[src/verilog/sled_cfg.svh]
// Constants for the serial line error detector: codes and buffer geometry
`ifndef SLED_CFG_SVH
`define SLED_CFG_SVH
// ============================================================
// Error codes
`define SLED_CODE_OVERRUN   16'h7F67
`define SLED_CODE_FRAMING   16'h7F68
`define SLED_CODE_PARITY    16'h7F69
`define SLED_CODE_BUF_FULL  16'h7F6A
`define SLED_CODE_CARRIER   16'h7F6B
`define SLED_CODE_TX_REFUSE 16'h7F6C
`define SLED_CODE_NONE      16'h0000
// ============================================================
// Buffer geometry
`define SLED_FIFO_DEPTH     8
`define SLED_DATA_W         8
`endif

[src/verilog/sled_pkg.sv]
// Types shared by the serial line error detector files
package sled_pkg;
    // Received character with its line checks
    typedef struct packed {
        logic [7:0] data;      // Character bits
        logic       stop_ok;   // Stop bit matched the setting
        logic       parity_ok; // Parity matched the setting
    } sled_rx_char_type;

    // Indicator flags
    typedef struct packed {
        logic serial_err;  // Framing, overrun, buffer full
        logic parity_err;  // Parity only
        logic channel_err; // Carrier or transmit refusal
    } sled_flags_type;
endpackage

[src/verilog/sled_fifo.sv]
// Small synchronous FIFO with valid/ready on both sides
`timescale 1ns/1ps
module sled_fifo #(
    parameter int WIDTH = 8,
    parameter int DEPTH = 8
) (
    // Clock and reset
    input  wire logic             clk_in,
    input  wire logic             sys_rst_in,
    // Fill side
    input  wire logic             wr_valid_in,
    output logic                  wr_ready_out,
    input  wire logic [WIDTH-1:0] wr_data_in,
    // Drain side
    output logic                  rd_valid_out,
    input  wire logic             rd_ready_in,
    output logic [WIDTH-1:0]      rd_data_out,
    // Drop everything
    input  wire logic             flush_in
);
    localparam int AW = $clog2(DEPTH);

    logic [WIDTH-1:0] mem_r [DEPTH];  // Storage
    logic [AW-1:0]    wp_r;           // Write pointer
    logic [AW-1:0]    rp_r;           // Read pointer
    logic [AW:0]      cnt_r;          // Fill level
    logic             push;
    logic             pop;

    assign wr_ready_out = (cnt_r != DEPTH[AW:0]);
    assign rd_valid_out = (cnt_r != '0);
    assign push = wr_valid_in & wr_ready_out;
    assign pop  = rd_valid_out & rd_ready_in;
    // Read data straight from the storage register at the read pointer
    assign rd_data_out = mem_r[rp_r];

    // ============================================================
    // Storage write; no reset needed on data
    always_ff @(posedge clk_in) begin
        if (push) begin
            mem_r[wp_r] <= wr_data_in;
        end
    end

    // ============================================================
    // Pointers and count
    always_ff @(posedge clk_in or posedge sys_rst_in) begin
        if (sys_rst_in) begin
            wp_r  <= '0;
            rp_r  <= '0;
            cnt_r <= '0;
        end else if (flush_in) begin
            wp_r  <= '0;
            rp_r  <= '0;
            cnt_r <= '0;
        end else begin
            if (push) begin
                wp_r <= (wp_r == AW'(DEPTH - 1)) ? '0 : wp_r + 1'b1;
            end
            if (pop) begin
                rp_r <= (rp_r == AW'(DEPTH - 1)) ? '0 : rp_r + 1'b1;
            end
            if (push && !pop) begin
                cnt_r <= cnt_r + 1'b1;
            end else if (pop && !push) begin
                cnt_r <= cnt_r - 1'b1;
            end
        end
    end
endmodule

[src/verilog/sled_top.sv]
// Serial line error detector: receive checks, buffer, transmit refusal
// Timing summary
// Receive: code and flags change one edge after a character is
// taken; a clean character reaches the read output two edges later.
// Transmit: a granted request leaves as a one-cycle start pulse with
// its data; a refused one leaves nothing but the code and the flag.
// Clear: flags and code fall one edge after the request, except
// where an error lands in that same cycle, which is kept instead.
// Limitation: the carrier and connection pins are seen two cycles
// late, so a character right after a carrier change is judged on
// the old level; partners should raise carrier well before sending.
`timescale 1ns/1ps
`include "sled_cfg.svh"
module sled_top #(
    parameter int DEPTH = `SLED_FIFO_DEPTH
) (
    // Clock and reset
    input  wire logic                    clk_in,
    input  wire logic                    sys_rst_in,
    // Receiver front end, same clock
    input  wire logic                    rx_valid_in,
    input  wire sled_pkg::sled_rx_char_type rx_char_in,
    input  wire logic                    rx_busy_in,
    // Carrier and line pins, asynchronous
    input  wire logic                    carrier_in,
    input  wire logic                    line_conn_in,
    // Configuration
    input  wire logic                    cd_check_en_in,
    // Host receive side
    output logic                         rd_req_out,
    output logic [7:0]                   rd_data_out,
    input  wire logic                    rd_ack_in,
    // Host transmit side
    input  wire logic                    tx_req_in,
    input  wire logic [7:0]              tx_data_in,
    output logic                         tx_start_out,
    output logic [7:0]                   tx_data_out,
    // Error reporting
    input  wire logic                    error_clear_request_in,
    output logic [15:0]                  err_code_out,
    output logic                         serial_error_flag_out,
    output logic                         parity_error_flag_out,
    output logic                         channel_error_flag_out
);
    // ============================================================
    // Declarations
    logic [1:0] cd_sync_r;     // Carrier synchroniser
    logic [1:0] conn_sync_r;   // Line connected synchroniser
    logic       carrier_on;    // Synchronised carrier
    logic       conn_on;       // Synchronised connection
    logic       fifo_ready;    // Buffer has room
    logic       fifo_valid;    // Buffer holds a character
    logic [7:0] fifo_data;     // Head of buffer
    logic       take;          // Character accepted by the checks
    logic       ev_overrun;    // Overrun event
    logic       ev_framing;    // Framing event
    logic       ev_parity;     // Parity event
    logic       ev_full;       // Overflow event
    logic       ev_carrier;    // Carrier event
    logic       ev_tx_refuse;  // Transmit refusal event
    logic       out_busy_r;    // Read output holds a character
    logic       pop;           // Move head to read output
    logic [15:0] code_nxt;     // Next error code
    sled_pkg::sled_flags_type flags_r;  // Latched flags

    // ============================================================
    // Pin synchronisers; first stage feeds only the second
    // Both reset to off, so a line reads as down for two edges
    always_ff @(posedge clk_in or posedge sys_rst_in) begin
        if (sys_rst_in) begin
            cd_sync_r   <= 2'h0;
            conn_sync_r <= 2'h0;
        end else begin
            cd_sync_r   <= {cd_sync_r[0], carrier_in};
            conn_sync_r <= {conn_sync_r[0], line_conn_in};
        end
    end
    assign carrier_on = cd_sync_r[1];
    assign conn_on    = conn_sync_r[1];

    // ============================================================
    // Receive event decode
    // Overrun characters are still buffered: the newest data is kept
    // Carrier is only judged when checking is enabled
    assign ev_carrier = rx_valid_in & cd_check_en_in & ~carrier_on;
    assign ev_framing = rx_valid_in & ~rx_char_in.stop_ok;
    assign ev_parity  = rx_valid_in & ~rx_char_in.parity_ok;
    // A new character while the front end is still busy is an overrun
    assign ev_overrun = rx_valid_in & rx_busy_in;
    // Only characters with good stop and parity, and good carrier when checking is on, enter the buffer
    assign take = rx_valid_in & ~ev_carrier & ~ev_framing & ~ev_parity;
    // No room: character is dropped, not written
    assign ev_full = take & ~fifo_ready;
    // Transmit refusal when the line is down
    assign ev_tx_refuse = tx_req_in & ~conn_on;

    // ============================================================
    // Receive buffer
    // Only characters that passed the carrier, stop and parity checks are offered; the flush
    // input stays low since errors never discard buffered data
    sled_fifo #(
        .WIDTH (8),
        .DEPTH (DEPTH)
    ) u_fifo (
        .clk_in       (clk_in),
        .sys_rst_in   (sys_rst_in),
        .wr_valid_in  (take),
        .wr_ready_out (fifo_ready),
        .wr_data_in   (rx_char_in.data),
        .rd_valid_out (fifo_valid),
        .rd_ready_in  (pop),
        .rd_data_out  (fifo_data),
        .flush_in     (1'b0)
    );

    // ============================================================
    // Read output stage; host back-pressure stalls the buffer
    // The output register adds one place to the buffer: a flood
    // fills the buffer and this stage before anything is dropped
    assign pop = fifo_valid & (~out_busy_r | rd_ack_in);
    always_ff @(posedge clk_in or posedge sys_rst_in) begin
        if (sys_rst_in) begin
            out_busy_r  <= 1'b0;
            rd_data_out <= 8'h00;
        end else begin
            if (pop) begin
                out_busy_r  <= 1'b1;
                rd_data_out <= fifo_data;
            end else if (rd_ack_in) begin
                out_busy_r  <= 1'b0;
            end
        end
    end
    assign rd_req_out = out_busy_r;

    // ============================================================
    // Transmit gate; nothing goes out without a connection
    // Data loads only on a grant, so a refused request leaves the
    // last data that really went out on the output
    always_ff @(posedge clk_in or posedge sys_rst_in) begin
        if (sys_rst_in) begin
            tx_start_out <= 1'b0;
            tx_data_out  <= 8'h00;
        end else begin
            tx_start_out <= tx_req_in & conn_on;
            if (tx_req_in && conn_on) begin
                tx_data_out <= tx_data_in;
            end
        end
    end

    // ============================================================
    // Error code priority: when several fire at once, report the one
    // the host most needs to act on; the flags still record all
    // Carrier comes first because a dead carrier makes every other
    // check on that character meaningless
    always_comb begin
        code_nxt = err_code_out;
        if (error_clear_request_in) begin
            code_nxt = `SLED_CODE_NONE;
        end
        // Events override the clear so none is lost
        if (ev_tx_refuse) begin
            code_nxt = `SLED_CODE_TX_REFUSE;
        end
        if (ev_full) begin
            code_nxt = `SLED_CODE_BUF_FULL;
        end
        if (ev_parity) begin
            code_nxt = `SLED_CODE_PARITY;
        end
        if (ev_framing) begin
            code_nxt = `SLED_CODE_FRAMING;
        end
        if (ev_overrun) begin
            code_nxt = `SLED_CODE_OVERRUN;
        end
        if (ev_carrier) begin
            code_nxt = `SLED_CODE_CARRIER;
        end
    end

    // ============================================================
    // Code register, held until cleared or replaced
    // Reset is the only other way back to the none code
    always_ff @(posedge clk_in or posedge sys_rst_in) begin
        if (sys_rst_in) begin
            err_code_out <= `SLED_CODE_NONE;
        end else begin
            err_code_out <= code_nxt;
        end
    end

    // ============================================================
    // Sticky flags; set wins over clear
    // A spurious flag costs the host a read; a lost one hides a fault
    always_ff @(posedge clk_in or posedge sys_rst_in) begin
        if (sys_rst_in) begin
            flags_r <= '0;
        end else begin
            flags_r.serial_err  <= (flags_r.serial_err
                                    & ~error_clear_request_in)
                                   | ev_framing | ev_overrun
                                   | ev_full;
            flags_r.parity_err  <= (flags_r.parity_err
                                    & ~error_clear_request_in)
                                   | ev_parity;
            flags_r.channel_err <= (flags_r.channel_err
                                    & ~error_clear_request_in)
                                   | ev_carrier | ev_tx_refuse;
        end
    end
    assign serial_error_flag_out  = flags_r.serial_err;
    assign parity_error_flag_out  = flags_r.parity_err;
    assign channel_error_flag_out = flags_r.channel_err;

    // ============================================================
    // Checks
    // Each property except carrier_off_a looks one edge after the event that it guards
    framing_code_a: assert property (
        @(posedge clk_in) disable iff (sys_rst_in)
        (ev_framing && !ev_overrun && !ev_carrier)
        |=> (err_code_out == `SLED_CODE_FRAMING) && serial_error_flag_out)
        else $error("framing code or flag missing");
    parity_code_a: assert property (
        @(posedge clk_in) disable iff (sys_rst_in)
        (ev_parity && !ev_framing && !ev_overrun && !ev_carrier)
        |=> (err_code_out == `SLED_CODE_PARITY) && parity_error_flag_out)
        else $error("parity code or flag missing");
    full_drop_a: assert property (
        @(posedge clk_in) disable iff (sys_rst_in)
        ev_full |=> serial_error_flag_out
                    && (u_fifo.cnt_r <= $past(u_fifo.cnt_r))
                    && ((err_code_out == `SLED_CODE_BUF_FULL)
                        || $past(ev_overrun)))
        else $error("overflow not flagged or data written");
    carrier_err_a: assert property (
        @(posedge clk_in) disable iff (sys_rst_in)
        (rx_valid_in && cd_check_en_in && !carrier_on)
        |=> (err_code_out == `SLED_CODE_CARRIER) && channel_error_flag_out)
        else $error("carrier error not reported");
    carrier_off_a: assert property (
        @(posedge clk_in) disable iff (sys_rst_in)
        (!cd_check_en_in && rx_valid_in && rx_char_in.stop_ok
         && rx_char_in.parity_ok) |-> take && !ev_carrier)
        else $error("carrier judged while checking off");
    tx_refuse_a: assert property (
        @(posedge clk_in) disable iff (sys_rst_in)
        (tx_req_in && !conn_on) |=> !tx_start_out && channel_error_flag_out)
        else $error("transmit not refused");
    clear_flags_a: assert property (
        @(posedge clk_in) disable iff (sys_rst_in)
        (error_clear_request_in && !rx_valid_in && !tx_req_in)
        |=> !serial_error_flag_out && !parity_error_flag_out
            && !channel_error_flag_out && err_code_out == 16'h0000)
        else $error("clear did not wipe errors");
    overrun_code_a: assert property (
        @(posedge clk_in) disable iff (sys_rst_in)
        (ev_overrun && !ev_carrier)
        |=> (err_code_out == `SLED_CODE_OVERRUN) && serial_error_flag_out)
        else $error("overrun not reported");
    code_hold_a: assert property (
        @(posedge clk_in) disable iff (sys_rst_in)
        (!rx_valid_in && !tx_req_in && !error_clear_request_in)
        |=> $stable(err_code_out))
        else $error("error code changed without cause");

    // A granted request leaves with its data one edge later
    tx_pass_a: assert property (
        @(posedge clk_in) disable iff (sys_rst_in)
        (tx_req_in && conn_on)
        |=> tx_start_out && (tx_data_out == $past(tx_data_in)))
        else $error("granted transmit not passed on");
    // An error in the same cycle as a clear must survive it
    clear_race_a: assert property (
        @(posedge clk_in) disable iff (sys_rst_in)
        (error_clear_request_in && ev_framing) |=> serial_error_flag_out)
        else $error("error lost to a simultaneous clear");
    // Both bad bits raise both flags; the code shows the framing fault
    both_flags_a: assert property (
        @(posedge clk_in) disable iff (sys_rst_in)
        (ev_framing && ev_parity)
        |=> serial_error_flag_out && parity_error_flag_out)
        else $error("combined fault missed a flag");
    // A waiting character stays put until the host takes it
    read_hold_a: assert property (
        @(posedge clk_in) disable iff (sys_rst_in)
        (rd_req_out && !rd_ack_in) |=> rd_req_out && $stable(rd_data_out))
        else $error("waiting character lost");

    // Scenarios the bench is expected to reach
    clean_rx_c: cover property (@(posedge clk_in) take && fifo_ready);
    overrun_c:  cover property (@(posedge clk_in) ev_overrun && take);
    full_c:     cover property (@(posedge clk_in) ev_full);
    refuse_c:   cover property (@(posedge clk_in) ev_tx_refuse);
    clear_c:    cover property (@(posedge clk_in)
                    serial_error_flag_out ##1 error_clear_request_in);
endmodule

[config.mk]
export PLATFORM = sky130hd
export DESIGN_NAME = sled_top
export DESIGN_NICKNAME = d
export VERILOG_FILES = /design/src/verilog/sled_pkg.sv /design/src/verilog/sled_fifo.sv /design/src/verilog/sled_top.sv
export VERILOG_INCLUDE_DIRS = /design/src /design/src/verilog
export SDC_FILE = /design/constraint.sdc
export NUM_CORES = 1
export LEC_CHECK = 0
export ABC_AREA = 1
export BUFFER_PORTS_ARGS = -buffer_cell sky130_fd_sc_hd__buf_4
export CORE_UTILIZATION = 46
export DETAILED_ROUTE_END_ITERATION = 10
export GPL_ROUTABILITY_DRIVEN = 0
export GPL_TIMING_DRIVEN = 0
export HOLD_SLACK_MARGIN = 0.03
export PLACE_DENSITY_LB_ADDON = 0.08
export SYNTH_ARGS = -nofsm -noshare
export SYNTH_HDL_FRONTEND = slang
export SYNTH_SLANG_ARGS = --single-unit
export TNS_END_PERCENT = 10
[constraint.sdc]
create_clock -name clk_in -period 2.64 [get_ports clk_in]
set_input_delay 0.132 -clock clk_in [delete_from_list [all_inputs] [get_ports clk_in]]
set_output_delay 0.132 -clock clk_in [all_outputs]
set_load 0.02 [all_outputs]
# [Word-level counts from Yosys, hierarchy flattened]
# Memory sizes are Yosys's and may differ from the RTL's. A register that Yosys moved wholly into a read port is not among the register bits.
# Index checks and enable logic that the tools add are counted.
# Widths: inputs -> output; s select.
[op_classes] add_sub_neg=4 n_mux=15 n_eq_ne=3 n_bitwise=34 reduce_logical=9
[op_table] cell="$mux 16" n=7
[op_table] cell="$and 1x1->1" n=17
[op_table] cell="$not 1->1" n=10
[op_table] cell="$mux 4" n=2
[op_table] cell="$or 1x1->1" n=7
[op_table] cell="$reduce_bool 7->1" n=1
[op_table] cell="$add 3x1->3 const B" n=2
[op_table] cell="$eq 3x3->1 const B" n=2
[op_table] cell="$mux 3" n=2
[op_table] cell="$add 4x1->4 const B" n=1
[op_table] cell="$mux 1" n=4
[op_table] cell="$ne 4x4->1 const B" n=1
[op_table] cell="$reduce_bool 2->1" n=2
[op_table] cell="$reduce_bool 4->1" n=1
[op_table] cell="$sub 4x1->4 const B" n=1
[op_table] cell="$logic_and 1x1->1" n=3
[op_table] cell="$logic_not 1->1" n=2
[word_totals] mem_count=1 input_bits=28 ff_bits=43 out_inout_bits=37 wordCells=78 mem_bits_rw=64
[memory_table] name="u_fifo.mem_r" depth=8 word_bits=8 read_ports=1 rd_ports_with_merged_regs=1 write_ports=1 line_no="sled_fifo.sv:23" text="logic [WIDTH-1:0] mem_r [DEPTH];"

# [Depth between registers and ports, before layout]
[logic_depth] depth_word=12 ltp_mapped=13 mapped_depth_nobuf=13

# [Modules after synthesis]
# A second synthesis with hierarchy kept.
[unflattened] hier_cells=418 hier_area_um2=4433.0
[by_module_without_submodules] mod="sled_fifo" area_per_inst_um2=3150.5 instances=1 cells_each=277 seq_area_each_um2=2172.1
[by_module_without_submodules] mod="sled_top" area_per_inst_um2=1282.5 instances=1 cells_each=141 seq_area_each_um2=750.7

# [Least setup slack after synthesis]
# Ideal clock, no wire load.
[synth_path] path_type="register -> register" startpoint="register out_busy_r, in the netlist rd_req_out" endpoint="register u_fifo.cnt_r[3]" setup_slack_ns=0.674 t_required_ns=2.524 arrival_time_ns=1.850 synth_period_minus_slack_ns=1.966 path_stages_with_launch=13 setup_ns=0.116 n_path_buf=0 cell_sequence="dfrtp_1 > inv_1 > nor2_1 > a21oi_4 > inv_2 > ha_1 > inv_1 > ha_1 > a21oi_1 > nand2_1 > xor2_1 > nand2_1 > nand2_1"
[synth_via] elab_chain_len=7 word_cells_on_any_way=9 classes_between="mux (1); bitwise (4); reduce/logical (4)"
[synth_lines] element="from (decl)" line_no="sled_top.sv:61" text="logic out_busy_r;"
[synth_lines] element="from (signal assigned)" line_no="sled_top.sv:123" text="out_busy_r <= 1'b0;"
[synth_lines] element="from (signal assigned)" line_no="sled_top.sv:127" text="out_busy_r <= 1'b1;"
[synth_lines] element="from (signal assigned)" line_no="sled_top.sv:130" text="out_busy_r <= 1'b0;"
[synth_lines] element="$not 1->1 *" line_no="sled_top.sv:120" text="assign pop = fifo_valid & (~out_busy_r | rd_ack_in);"
[synth_lines] element="$or 1x1->1 *" line_no="sled_top.sv:120"
[synth_lines] element="$and 1x1->1 *" line_no="sled_top.sv:120"
[synth_lines] element="$and 1x1->1 *" line_no="sled_fifo.sv:33" text="assign pop = rd_valid_out & rd_ready_in;"
[synth_lines] element="$logic_not 1->1" line_no="sled_fifo.sv:63" text="if (push && !pop) begin"
[synth_lines] element="$logic_and 1x1->1" line_no="sled_fifo.sv:63"
[synth_lines] element="$mux 4 or $reduce_bool 2->1 (tied branches)"
[synth_lines] element="to (signal assigned)" line_no="sled_fifo.sv:64" text="cnt_r <= cnt_r + 1'b1;"
[synth_lines] element="to (signal assigned)" line_no="sled_fifo.sv:66" text="cnt_r <= cnt_r - 1'b1;"
[synth_lines] element="to (decl)" line_no="sled_fifo.sv:26" text="logic [AW:0] cnt_r;"
# Every way passes the cells marked *; elsewhere a longest branch is shown, timed or not.
# A chain may end at the register's enable or synchronous reset.

# [Worst setup path after layout]
[layout_path] startpoint="register u_fifo.cnt_r[0]" endpoint="register u_fifo.cnt_r[3]"
[layout_via] elab_chain_len=6 word_cells_on_any_way=14 classes_between="add/sub (2); eq/ne (1); mux (2); bitwise (3); reduce/logical (6)"
[layout_lines] element="branches (longest 6 deep; another with $sub 4x1->4)"
# Parallel ways; which one is timed is not known. The select of a mux whose other input is x is not followed.

==> results.cfg <==
[status]
outcome = completed

[clock_network]
cts.htree.levels = 3
clk_latency_ns = 0.37
cts_sinks = 104
root_buffer = clkbuf_8
cts_made_buffers = 9
clk_pin_slew_worst_paths_ns = 0.10
cts_tree = yes
clock_path_buffers = 2

[final_layout]
nets = 568
drive_above_1_share_pct = 20.7
area_delta_synth_final_pct = 22.6
layout_common_cells = 149 x nand2_1, 73 x buf_4, 64 x edfxtp_1
diodes = 0
final_common_cell = nand2_1
finalNonFillerCells = 666

[pwr]
power.leakage_nw = 2.49
ir_worst_vdd_mv = 0.351
power_density_nw_per_um2 = 878

[detailed_routing]
drt-total-wl_um = 9370
drt_iter0_markers = 183
wl_per_cell_um = 14.1
drc = 0
avgViaCountPerCell = 4.79
first_pass_iters = 5
vias = 3193
ant_nets = 0

[global_route]
grt-ovfl-total = 0
grt_first_pass_wirelength_um = 14700
grt_busiest_layer = met1
grt_pass1_vias = 2932
antenna_found_initial = 0
met1_usage_pct = 29.8
grt_max_degree = 41
grt.total_usage_pct = 19.6
use_met2_pct = 28.9
met3_usage_pct = 2.77

[worst_setup_path]
worst_ep_required_time_ns = 2.91
cp-start-kind = flip-flop
crit_type = flip-flop to flip-flop
crit_path_end_kind = flip-flop
critPathMaxFanout = 10
crit_arrival_ns = 2.43

[place]
io_buffer_count = 61
dp.final_hpwl_um = 6370
place_inst = 627

[sta]
timing_hold_violations_final = 0
worst_slew_pin_slew_ns = 1.21
setup_viol_count_final = 0
drv_slew = 0
post-route-period-util_pct = 82.1
slew_headroom_pct = 18.9
fmaxAchievable_mhz = 461
rsz0062_at_grt = false
fin_setup_tns_ns = 0
fin_crit_ns = 2.17
skew_ns = 0.0150

[logic_synthesis]
synth_cells = 435
ys_seq_area_share_pct = 65.0
avgSynthCellArea_um2 = 10.3
yosys.area.top_type = edfxtp_1
synth_cell_types = 31
ys_ff_latch = 104
synth_top_area_share_pct = 42.7
netlist_area_um2 = 4500
synth_edf_count = 64
synthArstFlopShare_pct = 38.5
synth_area_leaders = edfxtp_1 43%, dfrtp_1 22%, nand2_1 12%
yosys_warnings = 0
ys.flop_type = edfxtp_1

[die]
initial_core_util_pct = 48.0
fp.dieW_um = 101
core_um2 = 9370
fp.dieArea_um2 = 10200
ios = 65
die_h_um = 101
rows = 35

[flow_run]
max-cap-violations = 0

[worst_hold_path]
hold_class = input pin to flip-flop
==> critical path, stage by stage, from the launching register on <==
cell and delay (ns):
dfrtp_1 0.51, nor2_4 0.07, a21oi_4 0.22, inv_2 0.15
ha_1 0.25, inv_1 0.12, ha_1 0.28, a21oi_1 0.15
nand2_1 0.08, xor2_1 0.14, nand2_1 0.06, nand2_1 0.05
==> cells in the mapped netlist, drive strengths merged (3+ instances only) <==
cell type  instances
nand2            152
edfxtp            64
dfrtp             40
nand3             40
inv               35
nor2              32
buf               22
o21ai             17
ha                 7
a21oi              6
nand4              4
nor3               4
clkinv             3
xnor2              3
==> logic make-up after synthesis <==
logic type	synth area share, %
buffers and inverters	7.15
XOR/XNOR	0.779
AND/OR/NAND/NOR	21.5
flip-flops	65.0
AO/OA/AOI/OAI	3.17
other	0.0833
adder cells (fa/ha/maj)	2.39
==> worst paths after layout <==
kind / startpoint / endpoint / slack, ns / depth (start not counted)
setup / recovery: u_fifo.cnt_r[0] / u_fifo.cnt_r[3] / 0.47 / 11
hold / removal: error_clear_request_in / err_code_out[2] / 0.05 / 4
setup reg to reg: u_fifo.cnt_r[0] / u_fifo.cnt_r[3] / 0.47 / 11
hold reg to reg: conn_sync_r[0] / conn_sync_r[1] / 0.36 / 0
max in group asynchronous: sys_rst_in / u_fifo.wp_r[1] / 1.63 / 3
min in group asynchronous: sys_rst_in / cd_sync_r[0] / 0.50 / 3
==> metrics by stage <==
stage                     total power [W]  hold slack [ns]  instance area (um^2)  setup slack, ns  util [%]
after floorplan                   0.00339            0.163                  4510            0.674         -
after global placement            0.00393            0.242                  5130            0.381      54.7
after detailed placement          0.00398            0.245                  5130            0.379      54.7
after CTS                         0.00488           0.0425                  5510            0.354      58.8
after global routing              0.00518           0.0754                  5520            0.278      58.9
final                             0.00485           0.0487                  5520            0.471      58.9
==> per-layer routing <==
| layer | share of wire, % | vias to the layer above | wire, um |
|---|---|---|---|
| met5 | 0 | - | 0 |
| met4 | 0.81 | 0 | 76 |
| met3 | 5.2 | 8 | 491 |
| met2 | 45 | 104 | 4240 |
| met1 | 49 | 1491 | 4560 |
| li1 | - | 1590 | - |
==> flip-flops by register name, summed over array words and instances, names as in the netlist <==
signal,flops
u_fifo.wp_r,3
tx_data_out,8
rd_data_out,8
channel_error_flag_out,1
conn_sync_r,2
cd_sync_r,2
u_fifo.rp_r,3
rd_req_out,1
tx_start_out,1
u_fifo.mem_r,64
serial_error_flag_out,1
err_code_out,5
parity_error_flag_out,1
u_fifo.cnt_r,4
==> power breakdown <==
| group | leakage, nW | internal [W] | switching [W] |
|---|---|---|---|
| sequential | 1.06 | 0.00194 | 0.000169 |
| combinational | 1.36 | 0.000723 | 0.00114 |
| clock | 0.0755 | 0.000342 | 0.000533 |
==> final cells by class <==
class | count | area [um^2]
timing repair buffer | 84 | 683
multi-input combinational | 272 | 1260
tap | 129 | 161
inverter | 38 | 145
sequential | 104 | 2920
fill | 839 | 3850
buffer | 23 | 176
clock buffer | 11 | 131
clock inverter | 5 | 33.8
==> timing repair <==
item	CTS	global route
hold buffers	22	0
setup buffers	0	0
hold endpoints to repair	118	0
setup endpoints to repair	0	0
resized for setup	0	0
Power figures use the tool's default switching activity.
